--- src/instr_exec_pkg.sv ---
/*
  Constants, opcode enumeration and carrier structs for the instruction
  subset executor. Assumes a core that supplies decoded instruction words.
*/
`default_nettype none

package instr_exec_pkg;

  // ==========================================================================
  // Widths and ranges
  // ==========================================================================
  localparam int unsigned DATA_W       = 8;     // Accumulator and data width
  localparam int unsigned PC_W         = 11;    // Full program counter width
  localparam int unsigned REG_ADDR_W   = 7;     // Data register address width
  localparam int unsigned PAGE_ADDR_W  = 4;     // Special register page address
  localparam int unsigned SP_W         = 4;     // Stack pointer width
  localparam logic [3:0]  PAGE_MIN     = 4'h5;  // Lowest page register
  localparam logic [3:0]  PAGE_MAX     = 4'hF;  // Highest page register
  localparam logic [7:0]  ACC_RST      = 8'h00; // Accumulator after reset
  localparam logic [10:0] PC_RST       = 11'h000; // Program counter after reset
  localparam logic [3:0]  SP_RST       = 4'h0;  // Stack pointer after reset
  localparam logic        ZERO_RST     = 1'b0;  // Zero flag after reset
  localparam int unsigned CALL_CYCLES  = 2;     // Long call length in cycles

  // ==========================================================================
  // Operations handled by this block
  // ==========================================================================
  typedef enum logic [2:0] {
    OP_NONE                    = 3'h0,
    OP_OR_IMMEDIATE_ACC        = 3'h1,
    OP_READ_PAGE_REG_TO_ACC    = 3'h2,
    OP_WRITE_PAGE_REG_FROM_ACC = 3'h3,
    OP_LONG_CALL               = 3'h4,
    OP_LONG_JUMP               = 3'h5,
    OP_LOAD_IMMEDIATE_ACC      = 3'h6,
    OP_STORE_ACC_TO_REG        = 3'h7
  } op_t;

  // Decoded instruction as presented by program memory side
  typedef struct packed {
    op_t                    op;    // Operation
    logic [DATA_W-1:0]      imm;   // 8-bit immediate
    logic [PC_W-1:0]        addr;  // 11-bit branch target
    logic [REG_ADDR_W-1:0]  reg_a; // Register or page address
  } instr_t;

  // Register file / page write request
  typedef struct packed {
    logic                   we;    // Write strobe
    logic [REG_ADDR_W-1:0]  addr;  // Target address
    logic [DATA_W-1:0]      data;  // Write data
  } wr_req_t;

  // Stack push request
  typedef struct packed {
    logic                   push;  // Push strobe
    logic [SP_W-1:0]        slot;  // Slot written
    logic [PC_W-1:0]        ret;   // Return address
  } push_req_t;

  // Executor state, Gray along idle -> call second cycle
  typedef enum logic [0:0] {
    ST_RUN   = 1'b0,
    ST_CALL2 = 1'b1
  } state_t;

endpackage

`default_nettype wire

--- src/instr_exec.sv ---
/*
  Executor for an 8-bit core instruction subset: immediate OR and load into
  the accumulator, page register moves, data register store, long call and
  long jump. Assumes program memory presents one decoded word per cycle
  while instr_ready_o is high and holds it otherwise; page register read
  data arrives combinationally for the address on page_raddr_o.
*/
// Summary of operation
// - OR immediate into accumulator, update zero
// - Page register 5..15 to accumulator, flags kept
// - Accumulator to page register, one cycle
// - Long call pushes return, bumps pointer unless already at STACK_DEPTH, 2 cycles
// - Long jump loads all eleven counter bits
// - Immediate into accumulator, flags unchanged
// - Accumulator into data register 0..127
`timescale 1ns/1ps
`default_nettype none

module instr_exec
  import instr_exec_pkg::*;
#(
  parameter int unsigned STACK_DEPTH = 8  // Call stack levels
)(
  input  wire logic                   mclk_i,        // Core clock, 40 MHz
  input  wire logic                   sys_rst_i,     // Synchronous reset
  input  wire logic                   instr_valid_i, // Instruction present
  input  wire instr_t                 instr_i,       // Decoded instruction
  output logic                        instr_ready_o, // Ready to take an instruction
  input  wire logic [DATA_W-1:0]      page_rdata_i,  // Page register data
  output logic [PAGE_ADDR_W-1:0]      page_raddr_o,  // Page read address
  output wr_req_t                     page_wr_o,     // Page register write
  output wr_req_t                     reg_wr_o,      // Data register write
  output push_req_t                   push_o,        // Stack push
  output logic [DATA_W-1:0]           acc_o,         // Accumulator
  output logic                        zero_o,        // Zero flag
  output logic [PC_W-1:0]             pc_o,          // Program counter
  output logic [SP_W-1:0]             sp_o,          // Stack pointer
  output logic                        stack_ovf_o    // Push past depth seen
);

  // ==========================================================================
  // Elaboration checks
  // ==========================================================================
  if (STACK_DEPTH < 1 || STACK_DEPTH > (1 << SP_W) - 1)
  begin : g_bad_depth
    $error("STACK_DEPTH out of range for the stack pointer width");
  end

  // ==========================================================================
  // State
  // ==========================================================================
  state_t               state_r, state_nxt;    // Call sequencing
  logic [DATA_W-1:0]    acc_r, acc_nxt;        // Accumulator
  logic                 zero_r, zero_nxt;      // Zero flag
  logic [PC_W-1:0]      pc_r, pc_nxt;          // Program counter
  logic [SP_W-1:0]      sp_r, sp_nxt;          // Stack pointer
  logic                 ovf_r, ovf_nxt;        // Sticky stack overflow
  logic [PC_W-1:0]      tgt_r, tgt_nxt;        // Call target held for cycle 2
  wr_req_t              page_wr_r, page_wr_nxt; // Registered page write
  wr_req_t              reg_wr_r, reg_wr_nxt;  // Registered data write
  push_req_t            push_r, push_nxt;      // Registered push
  logic                 take;                  // Instruction accepted now
  logic                 page_ok;               // Page address in 5..15
  logic [DATA_W-1:0]    or_res;                // OR result

  // Stall intake during the second call cycle, that keeps the call 2 cycles
  assign instr_ready_o = (state_r == ST_RUN);
  assign take          = instr_valid_i && instr_ready_o;
  assign page_raddr_o  = instr_i.reg_a[PAGE_ADDR_W-1:0];
  assign page_ok       = (instr_i.reg_a[REG_ADDR_W-1:PAGE_ADDR_W] == '0) &&
                         (instr_i.reg_a[PAGE_ADDR_W-1:0] >= PAGE_MIN) &&
                         (instr_i.reg_a[PAGE_ADDR_W-1:0] <= PAGE_MAX);
  assign or_res        = acc_r | instr_i.imm;

  // ==========================================================================
  // Next-state logic
  // ==========================================================================
  // Every instruction computes its effect in the cycle it is taken, except the long call, whose target is loaded in cycle 2
  always_comb
  begin
    state_nxt   = state_r;
    acc_nxt     = acc_r;
    zero_nxt    = zero_r;
    pc_nxt      = pc_r;
    sp_nxt      = sp_r;
    ovf_nxt     = ovf_r;
    tgt_nxt     = tgt_r;
    page_wr_nxt = '0;
    reg_wr_nxt  = '0;
    push_nxt    = '0;
    unique case (state_r)
      ST_RUN:
      begin
        if (take)
        begin
          // Default sequential flow
          pc_nxt = PC_W'(pc_r + 1'b1);
          unique case (instr_i.op)
            OP_OR_IMMEDIATE_ACC:
            begin
              acc_nxt  = or_res;
              zero_nxt = (or_res == '0);
            end
            OP_READ_PAGE_REG_TO_ACC:
            begin
              // Out-of-page addresses are ignored rather than guessed at
              if (page_ok)
              begin
                acc_nxt = page_rdata_i;
              end
            end
            OP_WRITE_PAGE_REG_FROM_ACC:
            begin
              if (page_ok)
              begin
                page_wr_nxt.we   = 1'b1;
                page_wr_nxt.addr = instr_i.reg_a;
                page_wr_nxt.data = acc_r;
              end
            end
            OP_LONG_CALL:
            begin
              // Push return address now, land on target after cycle 2
              push_nxt.push = 1'b1;
              push_nxt.slot = sp_r;
              push_nxt.ret  = PC_W'(pc_r + 1'b1);
              if (sp_r == SP_W'(STACK_DEPTH))
              begin
                // Pointer saturates; overflow recorded for the core
                ovf_nxt = 1'b1;
              end
              else
              begin
                sp_nxt = SP_W'(sp_r + 1'b1);
              end
              tgt_nxt   = instr_i.addr;
              state_nxt = ST_CALL2;
            end
            OP_LONG_JUMP:
            begin
              pc_nxt = instr_i.addr;
            end
            OP_LOAD_IMMEDIATE_ACC:
            begin
              acc_nxt = instr_i.imm;
            end
            OP_STORE_ACC_TO_REG:
            begin
              reg_wr_nxt.we   = 1'b1;
              reg_wr_nxt.addr = instr_i.reg_a;
              reg_wr_nxt.data = acc_r;
            end
            OP_NONE:
            begin
              // Plain advance
            end
          endcase
        end
      end
      ST_CALL2:
      begin
        pc_nxt    = tgt_r;
        state_nxt = ST_RUN;
      end
    endcase
  end

  // ==========================================================================
  // Registers
  // ==========================================================================
  // Only registers the computed values
  always_ff @(posedge mclk_i)
  begin
    if (sys_rst_i)
    begin
      state_r   <= ST_RUN;
      acc_r     <= ACC_RST;
      zero_r    <= ZERO_RST;
      pc_r      <= PC_RST;
      sp_r      <= SP_RST;
      ovf_r     <= 1'b0;
      tgt_r     <= PC_RST;
      page_wr_r <= '0;
      reg_wr_r  <= '0;
      push_r    <= '0;
    end
    else
    begin
      state_r   <= state_nxt;
      acc_r     <= acc_nxt;
      zero_r    <= zero_nxt;
      pc_r      <= pc_nxt;
      sp_r      <= sp_nxt;
      ovf_r     <= ovf_nxt;
      tgt_r     <= tgt_nxt;
      page_wr_r <= page_wr_nxt;
      reg_wr_r  <= reg_wr_nxt;
      push_r    <= push_nxt;
    end
  end

  // ==========================================================================
  // Outputs
  // ==========================================================================
  assign acc_o       = acc_r;
  assign zero_o      = zero_r;
  assign pc_o        = pc_r;
  assign sp_o        = sp_r;
  assign stack_ovf_o = ovf_r;
  assign page_wr_o   = page_wr_r;
  assign reg_wr_o    = reg_wr_r;
  assign push_o      = push_r;

endmodule

`default_nettype wire

--- config.mk ---
export PLATFORM = sky130hd
export DESIGN_NAME = instr_exec
export DESIGN_NICKNAME = d
export VERILOG_FILES = /design/src/instr_exec_pkg.sv /design/src/instr_exec.sv
export SDC_FILE = /design/constraint.sdc
export NUM_CORES = 1
export LEC_CHECK = 0
export ABC_AREA = 1
export BUFFER_PORTS_ARGS = -buffer_cell sky130_fd_sc_hd__clkbuf_2
export CAP_MARGIN = 20
export CORE_ASPECT_RATIO = 0.9
export CORE_MARGIN = 2
export CORE_UTILIZATION = 54
export CTS_CLUSTER_DIAMETER = 100
export CTS_CLUSTER_SIZE = 12
export DETAILED_ROUTE_END_ITERATION = 6
export GPL_TIMING_DRIVEN = 0
export PLACE_DENSITY = 0.95
export SETUP_SLACK_MARGIN = 0.2
export SYNTH_ARGS = -nofsm -noshare
export SYNTH_HDL_FRONTEND = slang
export SYNTH_SLANG_ARGS = --single-unit
--- constraint.sdc ---
create_clock -name mclk_i -period 3.95 [get_ports mclk_i]
set_input_delay 0.395 -clock mclk_i [delete_from_list [all_inputs] [get_ports mclk_i]]
set_output_delay 0.395 -clock mclk_i [all_outputs]
set_load 0.05 [all_outputs]
[Word level (Yosys, flattened, before mapping)]
Cells that the tools add are included.
Cells by class
  add/subtract/negate cells: 2
  order comparisons: 2
  eq/ne operators: 10
  muxes and demuxes: 11
  bitwise logic cells: 8
  reduce and logical (&&, ||, !) cells: 16
Operator list (count)
  2-to-1 mux 16 bit: 3
  one-hot mux 8 bit (3 select lines): 1
  2-to-1 mux 11 bit: 2
  one-hot mux 11 bit (2 select lines): 1
  == test 3 bit (second input constant): 4
  AND reduction 4 bit: 3
  OR reduction 4 bit: 3
  adder 11 x 1 -> 11 bit (second input constant): 1
  logical NOT 8 bit: 1
  2-to-1 mux 8 bit: 1
  OR 8 bit: 1
  inverter 1 bit: 7
  == test 3 x 2 -> 1 bit (second input constant): 2
  AND reduction 3 bit: 2
  OR reduction 5 bit: 1
  adder 4 x 1 -> 4 bit (second input constant): 1
  == test 4 bit (second input constant): 1
  >= comparator 4 x 3 -> 1 bit (second input constant): 1
  less-or-equal comparator 4 bit (second input constant): 1
  == test 3 x 1 -> 1 bit (second input constant): 1
  logical AND 1 bit: 3
  logical NOT 3 bit: 1
  nonzero test 3 bit: 1
  OR reduction 3 bit: 1
  4 further kinds: 5
Word-level totals
  bits in registers: 85
  output and inout bits: 78
  logic and storage cells: 65

[Depth between registers and ports, before layout]
Gate-level depths: netlist of run 1.
  depth after elaboration: 5
  mapped depth: 9
  mapped depth without buffers: 9

[Worst setup path before layout of run 1]
Ideal clock, no wire load.
  kind: register to register
  from: register pc_r[0] (netlist: pc_o[0])
  to: register pc_r[8] (netlist: pc_o[8])
  setup time: 0.132 ns
  data arrival time: 1.559 ns
  setup slack: 2.259 ns
  cell stages (with the launch flop): 9
  path buffers: 0
  clock period less this slack: 1.691 ns
  cells stage by stage: dfxtp_1 ha_1 nand2_1 nor2_1 nand3_1 nand2_1 nand3_1 nand2_1 a21oi_1
On the way
  longest elaborated chain between the ends: 4
RTL lines
  start: declaration: RTL line instr_exec.sv:55  | logic [PC_W-1:0] pc_r, pc_nxt;
  start signal: assignment: RTL line instr_exec.sv:192  | pc_r <= pc_nxt;
  adder 11 x 1 -> 11 bit: RTL line instr_exec.sv:97  | pc_nxt = PC_W'(pc_r + 1'b1);
  2-to-1 mux 11 bit: RTL line instr_exec.sv:98  | unique case (instr_i.op)
  2-to-1 mux 11 bit: RTL line instr_exec.sv:94  | if (take)
  one-hot mux 11 bit (2 select lines): RTL line instr_exec.sv:91  | unique case (state_r)
Every way passes these cells. The select of a mux whose other input is x is not followed.
A chain may end at the register's enable or synchronous reset.

[Worst setup path in the final report of run 1]
Ends and elaborated chain as after synthesis.

==> run metrics, run 1 <==
status=completed; r2r startpoint=pc_o[0]$_SDFFE_PP0P_; clk_lat worst skew=370 ps; Synth-to-Final Area Change=26.5%; Period minus WS final=1630 ps; Root Driver=clkbuf_8; Initial Util=56.3%; die area=7100 um^2; most frequent cells after synthesis=nor2_1, dfxtp_1, nand2_1, inv_1, nand3_1; Seq pwr share=49.1%; port bufs=116; hold_sp=instr_i[6]; Antenna Violating Nets Remaining=0; Via density=5.27; worst slew pin tran=524 ps; htree depth=3; Synth Cell Area=3480 um^2; CTS Buf Count=9; P per Cell Area=414 nW/um^2; worst path arrival time=1860 ps; Leak=2.15 nW; Synth Register Bits=85; crit path launch type=flip-flop; yosys warns=0; combinational power share=12.9%; setup bufs post-CTS=0; synth top area cells=dfxtp_1, nor2_1, nand2_1; Peak Freq=0.613 GHz; CP required=4180 ps; worst rel slew slack=65.0%; P_int=1.31 mW; critical-path maximum fanout=6; Setup crit end kind=flip-flop; switching power=512 uW; num rows=27; final hold vios=0; share of layout cells above drive strength 1=29.3%; Worst R2R Setup Slack=2320 ps; Clock Power Share=38.0%; via count=3535; Mapped Cells=450; CTS tree=built; Critical Path, Cell by Cell=ha_1 > nand2_1 > nor2_1 > nand3_1 > nand2_1 > nand3_1 > nand2_1 > a21oi_1; Crit path largest cell delay=450 ps; Worst Hold End=reg_wr_o[14]$_SDFF_PP0_; Core Region=6180 um^2; Buf+Inv Stages, Crit Path=0; antenna violations before repair=0; CTS sink cnt=85; worst hold slack=244 ps; initial DRC count=425; Die W=88.6 um; hold crit path type=in2reg; Peak VDD IR=0.000451 V; setup TNS=0 ps; DR WL/cell=13.8 um; WS Path Type=reg2reg; Hold-fix buffers, CTS=0; Switching Share=28.1%; number of remaining DRC errors=0; vias in the first global route=3262; post-route cell area=4400 um^2; cts repair resizes=0; Final Skew=14.6 ps; Final nets=622; drt first pass iters=6; RSZ-0062 raised after global routing=false; DP HPWL=6.90 mm; max cap viols=0; Synth cell types=35; crit-path leading delay family=simple AND/OR/NAND/NOR gates; Placed Area=4180 um^2; post-synthesis async set-or-reset flop share=0%; CP most frequent cell=nand2_1; IO Pins=118; Slowest-stage cell, CP=dfxtp_1; largest net degree at the start of global routing=17; clk slew on worst S/H paths=80 ps; Final period util=41.3%; count leader, synth=nor2_1; number of flops mapped to enable cells by yosys=0; # diodes=0; Main synth FF type=dfxtp_1; Seq/Total Area, Yosys=48.9%; final wirelength=9.28 mm; Hold Path Stages=3; Synth top area share=48.9%; area leader, netlist=dfxtp_1; gr usage total=26.5%; Die Ht=80.2 um; RR Endpoint=pc_o[8]$_SDFFE_PP0P_; GR Overflow Total=0; final setup fails=0; R2R depth=8; routability cong.=0.940; CTS Buffer Depth=2; first-pass GRT wire length=14.6 mm; final slew viol count=0; Post-Syn Area per Cell=7.73 um^2
[logic make-up (layout without fill, tap and decap cells)]
family / count (synthesis) / count (layout) / synth area share, %
AOI/OAI and AO/OA: 59 / 59 / 9.74
xor gates and xnor gates: 3 / 3 / 0.755
and+or+nand+nor: 225 / 225 / 29.6
DFF: 85 / 85 / 48.9
adders and majority gates: 3 / 3 / 1.08
other: 1 / 3 / 0.108
buffers and inverters: 74 / 206 / 9.78
[routing by layer]
metal | GRT usage (%) | wire [um] | vias to the layer above
met3 | 6.99 | 685 | 30
met5 | 0 | 0 | -
met4 | 11.4 | 244 | 0
met2 | 44.2 | 4700 | 196
li1 | - | - | 1678
met1 | 32.1 | 3650 | 1631
[worst max-delay path by stage]
stage | depth (start not counted) | startpoint | endpoint | slack [ps]
2_1_floorplan | 8 | pc_o[0]$_SDFFE_PP0P_ | pc_o[8]$_SDFFE_PP0P_ | 2260
3_3_place_gp | 9 | instr_i[26] | acc_o[4]$_SDFFE_PP0P_ | 2290
3_5_place_dp | 9 | instr_i[26] | acc_o[2]$_SDFFE_PP0P_ | 2210
4_1_cts | 8 | pc_o[0]$_SDFFE_PP0P_ | pc_o[8]$_SDFFE_PP0P_ | 2380
5_1_grt | 8 | pc_o[0]$_SDFFE_PP0P_ | pc_o[8]$_SDFFE_PP0P_ | 2200
6_report | 8 | pc_o[0]$_SDFFE_PP0P_ | pc_o[8]$_SDFFE_PP0P_ | 2320
[layout make-up]
type                    instances  area (um^2)
flip-flops and latches         85         1700
fillers                       470         1780
clock inverters                 7          103
clock buffers                   9          124
multi-input cells             293         1450
plain buffers                  18          128
repair buffers                116          581
inverters                      56          213
well taps                      87          109
[worst reg2reg max path: stages, from the launching register on]
cell     delay, ps
dfxtp_1        450
ha_1           240
nand2_1        130
nor2_1         250
nand3_1        120
nand2_1        110
nand3_1         80
nand2_1         70
a21oi_1         50
[through the flow]
step | worst slack (ps) | cells | utilization [%] | power (mW)
finish | 2320 | 671 | 71.2 | 1.82
global placement | 2290 | 655 | 67.6 | 1.14
CTS | 2380 | 671 | 71.2 | 1.82
detailed placement | 2210 | 655 | 67.6 | 1.15
floorplan | 2260 | 452 | - | 1.07
global route | 2200 | 671 | 71.2 | 1.88
[sequential cells by signal (all words and copies together), names as in the netlist]
| register | flops |
|---|---|
| acc_o | 8 |
| state_r | 1 |
| push_o | 16 |
| zero_o | 1 |
| reg_wr_o | 16 |
| pc_o | 11 |
| tgt_r | 11 |
| page_wr_o | 16 |
| stack_ovf_o | 1 |
| sp_o | 4 |
[power groups by stage]
stage	sequential (mW)	clock (mW)	combinational, mW
floorplan	0.964	0	0.110
global placement	0.913	0	0.223
detailed placement	0.914	0	0.232
CTS	0.894	0.695	0.233
global route	0.897	0.731	0.254
finish	0.895	0.692	0.236
[layout by cell type (no fill, tap or decap), types with 2 or more instances in the layout]
master	n
clkbuf_2	116
nor2_1	95
dfxtp_1	85
nand2_1	72
inv_1	50
nand3_1	25
o21ai_0	22
a21oi_1	22
clkbuf_8	9
a22oi_1	8
nand4_1	8
or2_2	6
inv_2	5
buf_6	5
clkbuf_1	5
buf_4	5
nor3_1	4
inv_6	4
buf_2	3
nand2_4	3
a31oi_1	3
ha_1	3
conb_1	3
nand2_2	2
nor2_8	2
nor3_2	2
xor2_1	2
o211ai_1	2
bufinv_16	2
No activity file was read; power rests on OpenSTA's default activity.
==> run 2, diff against run 1 <==
Settings changed: CORE_UTILIZATION 54 to 45, PLACE_DENSITY 0.95 to 0.87.
Clock period 3.95 ns to 1.3 ns, I/O delays scaled along.
==> run 2 against run 1 <==
The flow now finishes with violations (setup timing). Final area is 26% higher. Die area is 19% higher. Register-to-register slack worse by 2400 ps. Count of clock-buffer cells in the layout is 2 higher. Global-route usage is 2.2 points lower.
==> run metrics, run 2 (synthesis results as in run 1) <==
Setup crit end kind=flip-flop; vias in the first global route=3458 (+6.0%); Leak=2.53 nW (+18%); num rows=30 (+11%); met1 Use GR=27.2% (-4.9 points); final hold vios=0 (unchanged); Initial Util=46.3% (-9.9 points); worst path arrival time=1700 ps (-160 ps); Die W=96.7 um (+9.1%); Clock Power Share=32.2% (-5.8 points); via count=3978 (+13%); area occupied by multi-input gates=1890 um^2 (+31%); most frequent cells in the layout=clkbuf_2, dfxtp_1, nor2_1; Final period util=109% (+68 points); CTS sink cnt=85 (unchanged); P_int=3.81 mW (+190%); post-route cell area=5540 um^2 (+26%); Period minus WS final=1420 ps (-208 ps); hold crit path type=in2reg; Synth-to-Final Area Change=59.2%; Power Total=5.54 mW (+200%); Via density=5.55 (+5.3%); Core Region=7510 um^2 (+21%); Final nets=659 (+5.9%); P per Cell Area=1000 nW/um^2 (+140%); hold_sp=instr_i[12]; max cap viols=0 (unchanged); largest net degree at the start of global routing=16 (-1); Seq pwr share=49.3% (+0.2 points); DP Worst Slack=-90.9 ps (-2300 ps); Switching Share=31.1% (+3.0 points); worst rel slew slack=57.9% (-7.1 points); Worst R2R Setup Slack=-120 ps (-2440 ps); fillers=457 (-2.8%); Worst Hold End=tgt_r[5]$_SDFFE_PP0P_; RR Endpoint=pc_o[9]$_SDFFE_PP0P_; Final Skew=14.5 ps (-0.107 ps); final slew viol count=0 (unchanged); initial DRC count=329 (-23%); CTS Buf Count=9 (unchanged); setup TNS=-1620 ps (-1620 ps); die area=8450 um^2 (+19%); # diodes=0 (unchanged); DR WL/cell=18.3 um (+32%); Hold Path Stages=3 (unchanged); switching power=1.72 mW (+240%); status=complete, but fails checks; DP HPWL=6.92 mm (+0.17%); clk slew on worst S/H paths=100 ps (+20 ps); commonest non-fill, non-tap cell in the layout=clkbuf_2; sequential cell area=1770 um^2 (+3.8%); antenna violations before repair=0 (unchanged); R2R depth=9 (+1); GR Overflow Total=0 (unchanged); Peak VDD IR=0.000513 V (+14%); worst slew pin tran=631 ps (+107 ps); gr usage total=24.3% (-2.2 points); Worst Slack Setup Final=-123 ps (-2440 ps); first-pass GRT wire length=16.4 mm (+13%); Die Ht=87.4 um (+9.1%); IO Pins=118 (unchanged); clk_lat worst skew=370 ps (about the same); Peak Freq=0.703 GHz (+15%); share of layout cells above drive strength 1=51.0% (+22 points); CTS Buffer Depth=2 (unchanged); final setup fails=42 (+42); CP required=1580 ps (-2600 ps); violated checks=setup timing; fin util=73.8% (+2.5 points); crit path launch type=flip-flop; combinational power share=18.5% (+5.6 points); grt peak-use layer=met2; CTS tree=built; GRT met3 Usage=6.98% (about the same); WS Path Type=reg2reg; number of remaining DRC errors=0 (unchanged); global routing usage on met2=43.5% (-0.71 points); r2r startpoint=pc_o[0]$_SDFFE_PP0P_; RSZ-0062 raised after global routing=true; Antenna Violating Nets Remaining=0 (unchanged); Root Driver=clkbuf_8; drt first pass iters=6 (unchanged); final wirelength=13.1 mm (+42%); Placed Area=4370 um^2 (+4.5%); htree depth=3 (unchanged); port bufs=116 (unchanged); critical-path maximum fanout=5 (-1); routability cong.=0.859 (-8.6%)
[run 2: cell count changes in the layout (fill, tap and decap cells not counted), sizes merged]
| cell | previous run | this run |
|---|---|---|
| dlygate4sd3 | 0 | 3 |
| bufinv | 2 | 0 |
| clkinv | 0 | 1 |
| inv | 60 | 59 |
| nor2 | 98 | 99 |
| clkbuf | 130 | 95 |
| buf | 13 | 83 |
[run 2: timing repair]
item / CTS / global route
setup endpoints to repair: 104 / 121
setup buffers: 20 / 9
gates cloned: 2 / 3
resized for setup: 90 / 139
hold buffers: 3 / 0
hold endpoints to repair: 3 / 0
pin swaps: 24 / 23
[run 2: cell type report]
type	count	area share (%)
Sequential cell	85	31.9
Tap cell	96	2.17
Clock buffer	11	2.55
Clock inverter	5	0.723
Buffer	18	3.32
Multi-Input combinational cell	294	34.2
Timing Repair Buffer	152	20.8
Inverter	56	4.29
[run 2: power groups by stage]
stage	clock (mW)	sequential, mW	combinational (mW)
after floorplan	0	2.93	0.355
after global placement	0	2.77	0.702
after detailed placement	0	2.78	0.725
after CTS	1.76	2.72	0.883
after global routing	1.88	2.73	1.08
final	1.78	2.73	1.03
[run 2: per-layer routing]
layer / wire (um) / vias up
li1: - / 1752
met2: 6450 / 304
met5: 0 / -
met4: 719 / 0
met1: 4770 / 1843
met3: 1210 / 79
[run 2: worst max path at each step]
stage | from | end | cells past startpoint
floorplan | state_r$_SDFF_PP0_ | acc_o[1]$_SDFFE_PP0P_ | 9
global placement | instr_i[26] | acc_o[3]$_SDFFE_PP0P_ | 9
detailed placement | instr_i[26] | acc_o[1]$_SDFFE_PP0P_ | 9
CTS | state_r$_SDFF_PP0_ | acc_o[0]$_SDFFE_PP0P_ | 9
global route | pc_o[0]$_SDFFE_PP0P_ | pc_o[9]$_SDFFE_PP0P_ | 9
finish | pc_o[0]$_SDFFE_PP0P_ | pc_o[9]$_SDFFE_PP0P_ | 9
[run 2: worst max-delay path, cell delays in order (launching register included)]
cell,delay (ps)
dfxtp_4,400
buf_6,110
nand3_4,100
nor2_4,170
nand2_1,80
nand2_1,90
nand2_2,90
nand2_1,100
nand2_1,80
a21oi_1,130
[run 2: metrics by stage]
stage | hold WS (ps) | cells
after floorplan | 190 | 452
after CTS | 1.61 | 705
after detailed placement | 348 | 664
final | 23.5 | 717
after global placement | 341 | 664
after global routing | 25.5 | 717
==> run 3, diff against run 2 <==
Settings changed: CORE_ASPECT_RATIO 0.9 to unset.
==> run 3 against run 2 <==
The flow finishes with violations (hold timing, setup timing). Final area rose by 1.1%. Non-clock buffer count up 11. Wire length shrank 2.3%. Combinational power about the same. Via count is 0.23% lower. Sequential cell count did not move. Cell count increased by 2.4%. Largest cell class unchanged. Critical path type unchanged. Die area barely moved. Sequential share of layout area fell by 0.30 points. Hold slack worse by 42 ps.
==> run metrics, run 3 (synthesis results as in run 1) <==
status=complete, but fails checks; violated checks=hold timing, setup timing; Core Region=7610 um^2 (+1.3%); via count=3969 (-0.23%); Critical Path, Cell by Cell=nand2_1 > nor2_1 > nand2_1 > nand2_2 > nand2_2 > nand2_2 > nand2_1 > a21oi_1; CTS Buffer Depth=2 (unchanged); Synth-to-Final Area Change=60.9%; port bufs=116 (unchanged); DP HPWL=6.93 mm (+0.20%); Final Skew=14.4 ps (-0.0727 ps); max cap viols=0 (unchanged); num rows=32 (+6.7%); htree depth=3 (unchanged); drt first pass iters=5 (-1); Die Ht=91.9 um (+5.2%); worst slew pin tran=571 ps (-60.3 ps); Via density=5.41 (-2.5%); max layer used=met4; Root Driver=clkbuf_8; met1 WL=4.66 mm (-2.3%); Peak Freq=0.714 GHz (+1.5%); most frequent cells in the layout=nor2_1, nand2_1, dfxtp_1; Slowest-stage cell, CP=dfxtp_4; clk_lat worst skew=380 ps (about the same); worst hold slack=-18.0 ps (-41.5 ps); worst path arrival time=1690 ps (about the same); Initial Util=45.7% (-0.61 points); DR WL/cell=17.5 um (-4.6%); DP Worst Slack=-94.4 ps (-3.50 ps); P per Cell Area=999 nW/um^2 (about the same); Die W=91.9 um (-4.9%); Worst R2R Setup Slack=-100 ps (+20 ps); final slew viol count=0 (unchanged); Hold-fix buffers, CTS=5 (+2); crit path launch type=flip-flop; Peak VDD IR=0.000753 V (+47%); # diodes=0 (unchanged); switching power=1.80 mW (+4.5%); die area=8450 um^2 (about the same); Clock Power Share=32.5% (+0.3 points); Buf+Inv Stages, Crit Path=0 (-1); number of remaining DRC errors=0 (unchanged); Setup crit end kind=flip-flop; crit-path leading delay family=simple AND/OR/NAND/NOR gates; first-pass GRT wire length=16.9 mm (+3.2%); fin util=73.6% (-0.16 points); final wirelength=12.8 mm (-2.3%); final setup fails=12 (-71%); Antenna Violating Nets Remaining=0 (unchanged); vias in the first global route=3552 (+2.7%); dpl cells=670 (+0.90%); share of layout cells above drive strength 1=49.1% (-2.0 points); CTS Buf Count=9 (unchanged); combinational power share=18.8% (+0.3 points); WS Path Type=reg2reg; P_int=3.79 mW (-0.54%); GR Overflow Total=0 (unchanged); gr usage total=25.6% (+1.3 points); final hold vios=2 (+2); commonest non-fill, non-tap cell in the layout=nor2_1; Switching Share=32.2% (+1.1 points); non-filler cells, final=734 (+2.4%); Period minus WS final=1400 ps (-21.2 ps); initial DRC count=339 (+3.0%); Leak=2.58 nW (+2.0%); RSZ-0062 raised after global routing=true; Final nets=670 (+1.7%); hold crit path type=in2reg; IO Pins=118 (unchanged); antenna violations before repair=0 (unchanged); Crit path largest cell delay=410 ps (about the same); worst rel slew slack=61.9% (+4.0 points); CP required=1590 ps (about the same); largest net degree at the start of global routing=17 (+1); routability cong.=0.897 (+4.4%); critical-path maximum fanout=7 (+2); clk slew on worst S/H paths=100 ps (about the same); Final period util=108% (-1.6 points); met2 WL=6.49 mm (+0.67%); Seq pwr share=48.7% (-0.6 points); met3 wire length=926 um (-23%); CTS tree=built; CTS sink cnt=85 (unchanged); Worst Slack Setup Final=-102 ps (+21.2 ps)
## run 3: cell types whose count changed in the layout (fill, tap and decap cells not counted), moves of 6 or more
cell	change
nor2_4	-11
clkbuf_4	+18
clkbuf_2	-17
buf_4	+9
nand2_2	-6
nor2_1	+6
nand2_1	+6
buf_2	-7
## run 3: stage by stage
| step | instance area [um^2] | hold WS (ps) | TNS [ps] | power [mW] |
|---|---|---|---|---|
| after CTS | 5140 | 2.62 | 0 | 5.37 |
| after floorplan | 3660 | 190 | -19.1 | 3.28 |
| final | 5600 | -18.0 | -421 | 5.59 |
| after detailed placement | 4370 | 359 | -806 | 3.50 |
| after global routing | 5600 | -26.7 | -1830 | 5.77 |
| after global placement | 4370 | 350 | -452 | 3.47 |
## run 3: path summary, 6_finish.rpt
kind | cells past startpoint | end | from
worst max-delay path | 8 | pc_o[9]$_SDFFE_PP0P_ | pc_o[5]$_SDFFE_PP0P_
worst min-delay path | 2 | pc_o[1]$_SDFFE_PP0P_ | sys_rst_i
worst max register to register | 8 | pc_o[9]$_SDFFE_PP0P_ | pc_o[5]$_SDFFE_PP0P_
worst min register to register | 2 | acc_o[2]$_SDFFE_PP0P_ | acc_o[2]$_SDFFE_PP0P_
## run 3: cell type report
| cell class | instances | area, um^2 |
|---|---|---|
| plain buffers | 18 | 185 |
| clock buffers | 9 | 124 |
| clock inverters | 7 | 56.3 |
| fillers | 469 | 2010 |
| inverters | 56 | 230 |
| multi-input cells | 294 | 1810 |
| flip-flops and latches | 85 | 1770 |
| well taps | 102 | 128 |
| repair buffers | 163 | 1300 |
## run 3: worst reg2reg max path, stage by stage, from the launching register on
cell     delay (ps)
dfxtp_4         410
nand2_1         120
nor2_1          230
nand2_1         120
nand2_2         100
nand2_2          80
nand2_2          70
nand2_1          60
a21oi_1         140
## run 3: metal layers
layer  vias up  track usage, %
met5         -               0
met4         0            13.9
met3        80            5.09
met2       251            45.3
met1      1852            28.8
li1       1786               -
## run 3: power groups by stage
stage / Sequential (mW) / Combinational (mW) / Clock (mW)
global route: 2.73 / 1.10 / 1.94
detailed placement: 2.78 / 0.721 / 0
CTS: 2.72 / 0.868 / 1.79
finish: 2.73 / 1.05 / 1.82
floorplan: 2.93 / 0.355 / 0
global placement: 2.77 / 0.699 / 0
## run 3: repair_timing
item / in CTS / in global routing
hold endpoints to repair: 6 / 2
setup buffers: 22 / 17
cloned: 1 / 3
pin swaps: 16 / 29
setup endpoints to repair: 115 / 120
resized for setup: 92 / 138
